### config.mk
export PLATFORM = sky130hd
export DESIGN_NAME = ptd_pulse_core
export DESIGN_NICKNAME = d
export VERILOG_FILES = /design/src/design/ptd_pulse_core.v /design/src/design/ptd_step_timer.v
export VERILOG_INCLUDE_DIRS = /design/src /design/src/design
export SDC_FILE = /design/constraint.sdc
export NUM_CORES = 1
export LEC_CHECK = 0
export ABC_AREA = 1
export BUFFER_PORTS_ARGS = -buffer_cell sky130_fd_sc_hd__buf_2
export CORE_UTILIZATION = 65
export CTS_BUF_LIST = sky130_fd_sc_hd__clkbuf_4 sky130_fd_sc_hd__clkbuf_8 sky130_fd_sc_hd__clkbuf_16
export CTS_CLUSTER_DIAMETER = 100
export DETAILED_ROUTE_END_ITERATION = 12
export GPL_ROUTABILITY_DRIVEN = 0
export PLACE_DENSITY = 0.86
export SLEW_MARGIN = 20
export SYNTH_ARGS = -nofsm -noshare
export SYNTH_HDL_FRONTEND = slang
export SYNTH_SLANG_ARGS = --single-unit
export TNS_END_PERCENT = 1
### constraint.sdc
create_clock -name i_clk -period 14.85 [get_ports i_clk]
set_input_delay 2.97 -clock i_clk [delete_from_list [all_inputs] [get_ports i_clk]]
set_output_delay 2.97 -clock i_clk [all_outputs]
set_load 0.03 [all_outputs]
### src/design/ptd_defines.vh
// Register offsets, field positions, reset values, rate and mode codes and the step unit for the pulse status/threshold/time-limit block
`ifndef PTD_DEFINES_VH
`define PTD_DEFINES_VH

// ****************************************
// Register offsets
// ****************************************
`define PTD_ADDR_STATUS 8'h22
`define PTD_ADDR_THS_X 8'h23
`define PTD_ADDR_THS_Y 8'h24
`define PTD_ADDR_THS_Z 8'h25
`define PTD_ADDR_TMLT 8'h26

// ****************************************
// Status field positions
// ****************************************
`define PTD_ST_EA 7
`define PTD_ST_AXZ 6
`define PTD_ST_AXY 5
`define PTD_ST_AXX 4
`define PTD_ST_DPE 3
`define PTD_ST_POLZ 2
`define PTD_ST_POLY 1
`define PTD_ST_POLX 0

// ****************************************
// Reset values
// ****************************************
`define PTD_RST_STATUS 8'h00
`define PTD_RST_THS 8'h00
`define PTD_RST_TMLT 8'h00

// ****************************************
// Output rate codes (800,400,200,100,50,12.5,6.25,1.56 Hz)
// ****************************************
`define PTD_ODR_800 3'h0
`define PTD_ODR_400 3'h1
`define PTD_ODR_50 3'h4

// ****************************************
// Power modes
// ****************************************
`define PTD_MODE_NORMAL 2'h0
`define PTD_MODE_LOW_POWER_LOW_NOISE_MODE 2'h1
`define PTD_MODE_HIRES 2'h2
`define PTD_MODE_LP 2'h3

// ****************************************
// Time limit step in units of 0.625 ms (1 unit = filter off at 800 Hz)
// ****************************************
`define PTD_STEP_UNIT_US 625
`define PTD_TMLT_MAX 8'hFF
`define PTD_THS_LSB_MILLI_G 63
`define PTD_FULL_SCALE_G 8

`endif

### src/design/ptd_pulse_core.v
// Pulse status, per-axis threshold and time-limit logic behind the sensor's register port
`timescale 1ns/10ps
`include "ptd_defines.vh"

module ptd_pulse_core #(
    parameter integer CLK_HZ = 50000000,
    parameter integer UNIT_US = `PTD_STEP_UNIT_US
) (
    input wire i_clk,
    input wire i_rst,
    input wire i_ce,
    input wire i_reg_wr,
    input wire i_reg_rd,
    input wire [7:0] i_reg_addr,
    input wire [7:0] i_reg_wdata,
    input wire [47:0] i_accel_xyz,
    input wire i_accel_valid,
    input wire [2:0] i_output_rate,
    input wire [1:0] i_power_mode,
    input wire i_hpf_enable,
    input wire i_hybrid_mode,
    input wire i_latch_enable,
    input wire [5:0] i_event_enable,
    input wire i_double_pulse,
    output reg [7:0] o_reg_rdata,
    output reg o_event_active
);
    // Cycles per 0.625 ms unit: clock cycles per microsecond times unit length in microseconds
    localparam integer UNIT_CYCLES = (CLK_HZ / 1000000) * UNIT_US;

    // ****************************************
    // Registers
    // ****************************************
    reg [7:0] status_q;
    reg [7:0] ths_x_q;
    reg [7:0] ths_y_q;
    reg [7:0] ths_z_q;
    reg [7:0] tmlt_q;
    reg [2:0] above_q;
    reg [2:0] sign_q;
    reg [7:0] dur_q [0:2];
    reg [2:0] done_q;
    reg [2:0] ok_q;
    wire tick;
    wire status_rd;
    reg [9:0] units;
    reg [7:0] status_d;
    integer a;
    integer b;

    // Magnitude of a 16-bit sample on the 8 g scale in 0.063 g counts
    function [7:0] ptd_mag;
        input [15:0] s;
        reg [15:0] m;
        begin
            m = s[15] ? (~s + 16'h0001) : s;
            ptd_mag = m[15:8];
        end
    endfunction

    function [7:0] ptd_ths;
        input [1:0] ax;
        begin
            case (ax)
                2'h0: ptd_ths = {1'b0, ths_x_q[6:0]};
                2'h1: ptd_ths = {1'b0, ths_y_q[6:0]};
                default: ptd_ths = {1'b0, ths_z_q[6:0]};
            endcase
        end
    endfunction

    // ****************************************
    // Step size
    // ****************************************
    always @* begin
        if (i_hpf_enable) begin
            // Base step with filter on, in 0.625 ms units
            case (i_output_rate)
                3'h0: units = 10'h002;
                3'h1: units = 10'h004;
                3'h2: units = 10'h008;
                3'h3: units = 10'h010;
                default: units = 10'h020;
            endcase
            if (i_power_mode == `PTD_MODE_HIRES && i_output_rate != `PTD_ODR_800) begin
                units = 10'h004;
            end else if (i_output_rate > `PTD_ODR_50) begin
                if (i_power_mode == `PTD_MODE_LOW_POWER_LOW_NOISE_MODE) begin
                    units = 10'h080;
                end else if (i_power_mode == `PTD_MODE_LP) begin
                    units = (i_output_rate == 3'h5) ? 10'h080 : 10'h100;
                end
            end
        end else begin
            // Filter off has its own table; a plain halving would be too long below 800 Hz
            case (i_output_rate)
                3'h0: units = 10'h001;
                3'h1: units = 10'h001;
                3'h2: units = 10'h002;
                3'h3: units = 10'h004;
                default: units = 10'h008;
            endcase
            if (i_power_mode == `PTD_MODE_HIRES) begin
                units = 10'h001;
            end else if (i_power_mode == `PTD_MODE_LP) begin
                if (i_output_rate > `PTD_ODR_50) begin
                    units = 10'h040;
                end else if (i_output_rate != `PTD_ODR_800) begin
                    units = units << 1;
                end
            end else if (i_power_mode == `PTD_MODE_LOW_POWER_LOW_NOISE_MODE && i_output_rate > `PTD_ODR_50) begin
                units = 10'h020;
            end
        end
        if (i_hybrid_mode) begin
            units = units << 1;
        end
    end

    ptd_step_timer #(
        .CLK_HZ(CLK_HZ),
        .UNIT_CYCLES(UNIT_CYCLES)
    ) u_timer (
        .i_clk(i_clk),
        .i_rst(i_rst),
        .i_ce(i_ce),
        .i_restart(1'b0),
        .i_units(units),
        .o_tick(tick)
    );

    assign status_rd = i_reg_rd && i_reg_addr == `PTD_ADDR_STATUS;

    // ****************************************
    // Detection and status
    // ****************************************
    always @* begin
        status_d = status_q;
        if (status_rd || !i_latch_enable) begin
            status_d = `PTD_RST_STATUS;
        end
        for (a = 0; a < 3; a = a + 1) begin
            if (ok_q[a] && (i_event_enable[2 * a] || i_event_enable[2 * a + 1])) begin
                status_d[`PTD_ST_AXX + a] = 1'b1;
                status_d[`PTD_ST_POLX + a] = sign_q[a];
                status_d[`PTD_ST_DPE] = i_double_pulse;
                status_d[`PTD_ST_EA] = 1'b1;
            end
        end
        if (!i_latch_enable && !(|ok_q)) begin
            status_d = status_q;
        end
    end

    always @(posedge i_clk) begin
        if (i_rst) begin
            status_q <= `PTD_RST_STATUS;
            ths_x_q <= `PTD_RST_THS;
            ths_y_q <= `PTD_RST_THS;
            ths_z_q <= `PTD_RST_THS;
            tmlt_q <= `PTD_RST_TMLT;
            above_q <= 3'h0;
            sign_q <= 3'h0;
            done_q <= 3'h0;
            ok_q <= 3'h0;
            dur_q[0] <= 8'h00;
            dur_q[1] <= 8'h00;
            dur_q[2] <= 8'h00;
            o_reg_rdata <= 8'h00;
            o_event_active <= 1'b0;
        end else if (i_ce) begin
            if (i_reg_wr) begin
                case (i_reg_addr)
                    `PTD_ADDR_THS_X: ths_x_q <= {1'b0, i_reg_wdata[6:0]};
                    `PTD_ADDR_THS_Y: ths_y_q <= {1'b0, i_reg_wdata[6:0]};
                    `PTD_ADDR_THS_Z: ths_z_q <= {1'b0, i_reg_wdata[6:0]};
                    `PTD_ADDR_TMLT: tmlt_q <= i_reg_wdata;
                    default: ;
                endcase
            end
            if (i_reg_rd) begin
                case (i_reg_addr)
                    `PTD_ADDR_STATUS: o_reg_rdata <= status_q;
                    `PTD_ADDR_THS_X: o_reg_rdata <= ths_x_q;
                    `PTD_ADDR_THS_Y: o_reg_rdata <= ths_y_q;
                    `PTD_ADDR_THS_Z: o_reg_rdata <= ths_z_q;
                    `PTD_ADDR_TMLT: o_reg_rdata <= tmlt_q;
                    default: o_reg_rdata <= 8'h00;
                endcase
            end
            ok_q <= 3'h0;
            for (b = 0; b < 3; b = b + 1) begin
                // Fixed 8 g scale: data scale setting never reaches here
                if (i_accel_valid) begin
                    if (ptd_mag(i_accel_xyz[16 * b +: 16]) > ptd_ths(b[1:0])) begin
                        if (!above_q[b]) begin
                            above_q[b] <= 1'b1;
                            sign_q[b] <= i_accel_xyz[16 * b + 15];
                            dur_q[b] <= 8'h00;
                            done_q[b] <= 1'b0;
                        end
                    end else if (above_q[b]) begin
                        above_q[b] <= 1'b0;
                        ok_q[b] <= !done_q[b];
                    end
                end
                if (tick && above_q[b] && !done_q[b]) begin
                    // Pulse too long once the count passes the limit
                    if (dur_q[b] >= tmlt_q) begin
                        done_q[b] <= 1'b1;
                    end else begin
                        dur_q[b] <= dur_q[b] + 8'h01;
                    end
                end
            end
            status_q <= status_d;
            o_event_active <= status_d[`PTD_ST_EA];
        end
    end
endmodule // ptd_pulse_core

### src/design/ptd_step_timer.v
// Step timer: produces one tick per time-limit step from clock-cycle counting
`timescale 1ns/10ps
module ptd_step_timer #(
    parameter integer CLK_HZ = 50000000,
    parameter integer UNIT_CYCLES = 31250
) (
    input wire i_clk,
    input wire i_rst,
    input wire i_ce,
    input wire i_restart,
    input wire [9:0] i_units,
    output reg o_tick
);
    reg [24:0] cnt_q;
    wire [24:0] span;

    // Step length in cycles = units of 0.625 ms times cycles per unit
    assign span = i_units * UNIT_CYCLES[14:0];

    always @(posedge i_clk) begin
        if (i_rst) begin
            cnt_q <= 25'h0000000;
            o_tick <= 1'b0;
        end else if (i_ce) begin
            o_tick <= 1'b0;
            if (i_restart) begin
                cnt_q <= 25'h0000000;
            end else if (cnt_q + 25'h0000001 >= span) begin
                cnt_q <= 25'h0000000;
                o_tick <= 1'b1;
            end else begin
                cnt_q <= cnt_q + 25'h0000001;
            end
        end
    end
endmodule // ptd_step_timer

==> flow_summary.toml, run 1 <==
[status]
status = "complete, no violations"

[finish]
final_area_um2 = 11200
antennaDiodeCount = 0
area_delta_synth_final_pct = 9.11
fin_nets = 1786
drive_above_1_share = 0.0939

[floorplan]
die_w_um = 127
die_h_um = 127
start_util = 0.670
rows = 45
io_pins = 94
die_area_um2 = 16200
core-area_um2 = 15300

[timing]
finalClockSkew_ps = 12.8
finalCritPeriodShare = 0.642
max_freq_mhz = 105
finalSetupViolCount = 0
maxSlewViolCount = 0
fin_setup_tns_ps = 0
slew_headroom = 0.293
layout_min_cycle_time_ps = 9530
setup_ws_ps = 5320
hold_violations = 0
worstMarginPinSlew_ps = 1050
rsz0062_at_grt = "no"

[cts]
cts-root-buf = "clkbuf_16"
ctsHoldBuffers = 0
clockBufferDepth = 2
cts_tree = "done"
cts_buffers = 9
cts_resized = 0
post_cts_buffers = 0
clk_latency_ps = 370
clkSinkCount = 107
htreeDepth = 3
path_clk_slew_ps = 70

[worst_setup_path]
slowest_stage = "fa_1"
worstSetupPathType = "input port to flip-flop"
slowest_delay_ps = 540
reg2reg_from = "u_timer.cnt_q[0]"
cp-startpoint = "i_output_rate[0]"
required_ps = 15080
cp-start-kind = "input port"
cp-end-kind = "flip-flop"
crit_path_max_fanout = 12
worstPathArrival_ps = 9760
crit_top_cell = "nand2_1"

[drt]
drtPass1Iterations = 6
ant_nets = 0
drt_iter0_drc = 771
vias = 9807
wire_per_inst_um = 14.7
wirelength_mm = 25.6
drc = 0
via_per_inst = 5.62

[synth]
ys_warn_count = 0
syn_inst = 1446
synth.top_cells.by_count = "nand2_1, inv_1, ha_1"
synth_edf_count = 24
synth_area_leaders = "ha_1, dfxtp_1, nand2_1, inv_1, edfxtp_1"
synth_most_common_cell = "nand2_1"
synth-seq-area-share = 0.233
netlist.area_leader.share = 0.180
syn_avg_cell_area_um2 = 7.07
syn_nets = 1703
synth-seq-cells = 107
syn_area_um2 = 10200
synthArstFlopShare = 0
synth.largest_area_cell = "ha_1"
synth_cell_types = 48
ys.flop_type = "dfxtp_1"

[placed_design]
dpl_cell_area_um2 = 10900
place_worst_setup_slack_ps = 5050
io_buffers = 93
dp_hpwl_mm = 20.9

[global_route]
grt_antenna_before_repair = 0
grt_pass1_wl_mm = 42.7
grt_usage = 0.328
grt-ovfl-total = 0
grt_pass1_vias = 9156
grt_max_degree = 50

[power]
p_leak_nw = 5.43
vdd.ir_drop.worst_mv = 0.0615
p_per_area_nw_per_um2 = 77.2
power_mw = 0.861

[run]
maxCapViolations = 0

[worst_hold_path]
hp-class = "flip-flop to flip-flop"
hp-start = "above_q[0]"
## worst max-delay path, delay by kind of cell
family / cells / cell delay, ps
adders and majority gates: 7 / 3010
and+or+nand+nor: 12 / 1620
AOI/OAI and AO/OA: 8 / 1520
buffers and inverters: 5 / 490
xor gates and xnor gates: 1 / 140
## where the power goes
group / leakage, nW / total (mW) / switching, mW / internal [mW]
Combinational: 4.36 / 0.306 / 0.191 / 0.115
Clock: 0.142 / 0.239 / 0.121 / 0.118
Sequential: 0.925 / 0.316 / 0.00927 / 0.306
## logic make-up (layout without fill, tap and decap cells)
group	after synthesis	count (layout)	share of synthesized area
compound gates	248	248	0.129
simple gates	580	580	0.249
buf+inv	274	362	0.102
xor+xnor	64	64	0.0570
fa+ha+maj	172	172	0.229
mux	1	1	0.000979
flops	107	107	0.233
## flip-flops by register name (all words and copies together), names as in the netlist, 7 cells and up
signal and count:
dur_q 24, ths_y_q 7, ths_x_q 7, u_timer.cnt_q 25, status_q 8, tmlt_q 8, ths_z_q 7, o_reg_rdata 8
## metal layers
metal  vias to the layer above  wire [um]  track usage
met5                         -          0            0
met4                         0        660        0.102
met3                        63       2130       0.0586
met2                       368      11700        0.546
met1                      4471      11200        0.432
li1                       4905          -            -
## through the flow
step / util / cells / hold slack [ps]
2_1_floorplan: - / 1446 / 437
3_5_place_dp: 0.712 / 1729 / 456
5_1_grt: 0.731 / 1745 / 487
4_1_cts: 0.731 / 1745 / 467
3_3_place_gp: 0.712 / 1729 / 450
6_report: 0.731 / 1745 / 468
## cell usage in the layout, fill, tap and decap left out, types with 4 or more instances in the layout
| cell | netlist | final |
|---|---|---|
| o22ai_1 | 14 | 14 |
| edfxtp_1 | 24 | 24 |
| clkbuf_16 | 0 | 9 |
| buf_2 | 5 | 93 |
| nand4_1 | 35 | 35 |
| nor3_1 | 23 | 23 |
| dfxtp_1 | 83 | 83 |
| nor3_2 | 6 | 6 |
| and2_1 | 5 | 5 |
| xor2_1 | 45 | 45 |
| or2_2 | 4 | 4 |
| or2_1 | 4 | 4 |
| o31ai_1 | 4 | 4 |
| ha_1 | 147 | 147 |
| nor2_1 | 140 | 140 |
| xnor2_1 | 16 | 16 |
| fa_1 | 25 | 25 |
| inv_1 | 243 | 243 |
| o21ai_1 | 8 | 8 |
| nor3b_1 | 6 | 6 |
| o21a_1 | 6 | 6 |
| inv_2 | 7 | 7 |
| nand2_1 | 278 | 278 |
| nor4_1 | 4 | 4 |
| nand3_1 | 60 | 60 |
| nor2_2 | 4 | 4 |
| o21ai_0 | 95 | 95 |
| a21oi_1 | 110 | 110 |
## cell type report
type / count / area [um^2]
Clock buffer: 9 / 225
Sequential cell: 107 / 2380
Inverter: 251 / 942
Timing Repair Buffer: 95 / 480
Fill cell: 1241 / 4110
Tap cell: 211 / 264
Clock inverter: 7 / 65.1
Multi-Input combinational cell: 1065 / 6790
## path summary, 6_finish.rpt
| check | to | slack, ps | cells after the start |
|---|---|---|---|
| worst max-delay path | u_timer.cnt_q[6] | 5320 | 33 |
| worst min-delay path | above_q[0] | 470 | 2 |
| worst max register to register | u_timer.cnt_q[6] | 11350 | 16 |
| worst min register to register | above_q[0] | 470 | 2 |
(Power assumes the default switching activity.)
==> run 2, diff against run 1 <==
--- a/config.mk
+++ b/config.mk
@@ -8,12 +8,12 @@
 export LEC_CHECK = 0
 export ABC_AREA = 1
 export BUFFER_PORTS_ARGS = -buffer_cell sky130_fd_sc_hd__buf_2
-export CORE_UTILIZATION = 65
+export CORE_UTILIZATION = 56
 export CTS_BUF_LIST = sky130_fd_sc_hd__clkbuf_4 sky130_fd_sc_hd__clkbuf_8 sky130_fd_sc_hd__clkbuf_16
 export CTS_CLUSTER_DIAMETER = 100
 export DETAILED_ROUTE_END_ITERATION = 12
 export GPL_ROUTABILITY_DRIVEN = 0
-export PLACE_DENSITY = 0.86
+export PLACE_DENSITY = 0.79
 export SLEW_MARGIN = 20
 export SYNTH_ARGS = -nofsm -noshare
 export SYNTH_HDL_FRONTEND = slang
==> constraint.sdc (replaced) <==
create_clock -name i_clk -period 8.5 [get_ports i_clk]
set_input_delay 1.7 -clock i_clk [delete_from_list [all_inputs] [get_ports i_clk]]
set_output_delay 1.7 -clock i_clk [all_outputs]
set_load 0.03 [all_outputs]
==> flow_summary.toml, run 2 (synthesis results as in run 1) <==
[status]
status = "complete, no violations"

[timing]
layout_min_cycle_time_ps = 7780
finalClockSkew_ps = 11.5
max_freq_mhz = 129
fin_setup_tns_ps = 0
rsz0062_at_grt = "no"
worstMarginPinSlew_ps = 881
slew_headroom = 0.412
hold_violations = 0
finalCritPeriodShare = 0.915
finalSetupViolCount = 0
holdWs_ps = 466
maxSlewViolCount = 0

[worst_setup_path]
cp-start-kind = "input port"
reg2reg_to = "u_timer.cnt_q[15]"
crit_end = "u_timer.cnt_q[15]"
slowest_stage = "fa_1"
crit_path_max_fanout = 8
worstPathArrival_ps = 8050
reg2reg_slack_ps = 5150
required_ps = 8780
slowest_delay_ps = 530
cp_num_cells = 34
cp-startpoint = "i_output_rate[0]"
cp-end-kind = "flip-flop"
worstSetupPathType = "input port to flip-flop"
reg2reg_from = "u_timer.cnt_q[0]"
crit_top_cell = "inv_1"
cp_top_family = "adder cells"
reg2reg_depth = 15
crit_buf_inv = 7

[floorplan]
die_w_um = 137
io_pins = 94
die_area_um2 = 18800
rows = 49
core-area_um2 = 17900
start_util = 0.571
die_h_um = 137

[finish]
area_delta_synth_final_pct = 9.71
largest_register_ffs = 25
layout.cells.most_common_list = "nand2_1, inv_1, ha_1"
register_area_um2 = 2380
antennaDiodeCount = 0
regMostFlops = "u_timer.cnt_q"
mostFrequentLayoutCell = "nand2_1"
reg_top3 = "u_timer.cnt_q x25, dur_q x24"
fin_nets = 1791
drive_above_1_share = 0.0981
multi_input_area_um2 = 6800
num-fill-cells = 1655

[global_route]
grt_max_degree = 56
grt_usage = 0.273
grt_pass1_wl_mm = 40.6
grt_antenna_before_repair = 0
grt_pass1_vias = 8761
grt-ovfl-total = 0

[drt]
drtPass1Iterations = 6
wirelength_mm = 24.9
ant_nets = 0
via_per_inst = 5.46
drt_iter0_drc = 515
wire_per_inst_um = 14.1
vias = 9649
drc = 0

[worst_hold_path]
hp-class = "flip-flop to flip-flop"

[cts]
clkSinkCount = 107
cts_buffers = 9
cts_tree = "done"
clockBufferDepth = 2
cts-root-buf = "clkbuf_16"
htreeDepth = 3
ctsHoldBuffers = 0
clk_latency_ps = 350
path_clk_slew_ps = 70

[placed_design]
dp_hpwl_mm = 20.3
io_buffers = 93

[power]
vdd.ir_drop.worst_mv = 0.0908
p_per_area_nw_per_um2 = 132
p_leak_nw = 5.45

[run]
maxCapViolations = 0
-- run 2: what timing repair did --
item / in CTS / in global routing
setup buffers: 0 / 0
gates resized for setup: 0 / 4
endpoints found under the setup margin: 0 / 20
-- run 2: final cells by class --
cell class | count | share of cell area
clock buffer | 11 | 0.0220
clock inverter | 5 | 0.00301
tap | 229 | 0.0256
multi-input combinational | 1065 | 0.606
timing repair buffer | 100 | 0.0462
inverter | 251 | 0.0844
sequential | 107 | 0.212
-- run 2: power by group --
part / internal [mW] / switching, mW / total [mW]
Clock: 0.211 / 0.196 / 0.408
Combinational: 0.199 / 0.323 / 0.522
Sequential: 0.535 / 0.0156 / 0.551
Total: 0.946 / 0.535 / 1.48
-- run 2: metal layers --
layer / global-route usage / wire length, um / up-vias
met3: 0.0337 / 1440 / 57
met4: 0.112 / 858 / 0
li1: - / - / 4905
met5: 0 / 0 / -
met2: 0.477 / 12000 / 313
met1: 0.339 / 10700 / 4374
-- run 2: worst reg2reg max path, delay by kind of cell (launching register included) --
kind	cells	cell delay, ps
AOI/OAI and AO/OA	3	380
xor gates and xnor gates	1	310
adders and majority gates	2	610
buffers and inverters	2	370
DFF	1	580
and+or+nand+nor	7	1050
-- run 2: worst min path at each step --
stage                      from     endpoint  slack, ps  cells after the start
global placement      sign_q[2]    sign_q[2]        450                      2
floorplan             sign_q[2]    sign_q[2]        440                      2
global route          done_q[0]    done_q[0]        470                      2
CTS                 status_q[0]  status_q[0]        460                      2
finish              status_q[4]  status_q[4]        470                      2
detailed placement  status_q[0]  status_q[0]        450                      2
-- run 2: per-stage QoR --
step	setup WS (ps)	util	area, um^2	power, mW	instances
2_1_floorplan	964	-	10200	0.942	1446
5_1_grt	67.5	0.626	11200	1.58	1768
4_1_cts	534	0.626	11200	1.48	1768
3_3_place_gp	449	0.610	10900	1.06	1752
3_5_place_dp	171	0.610	10900	1.07	1752
6_report	722	0.626	11200	1.48	1768
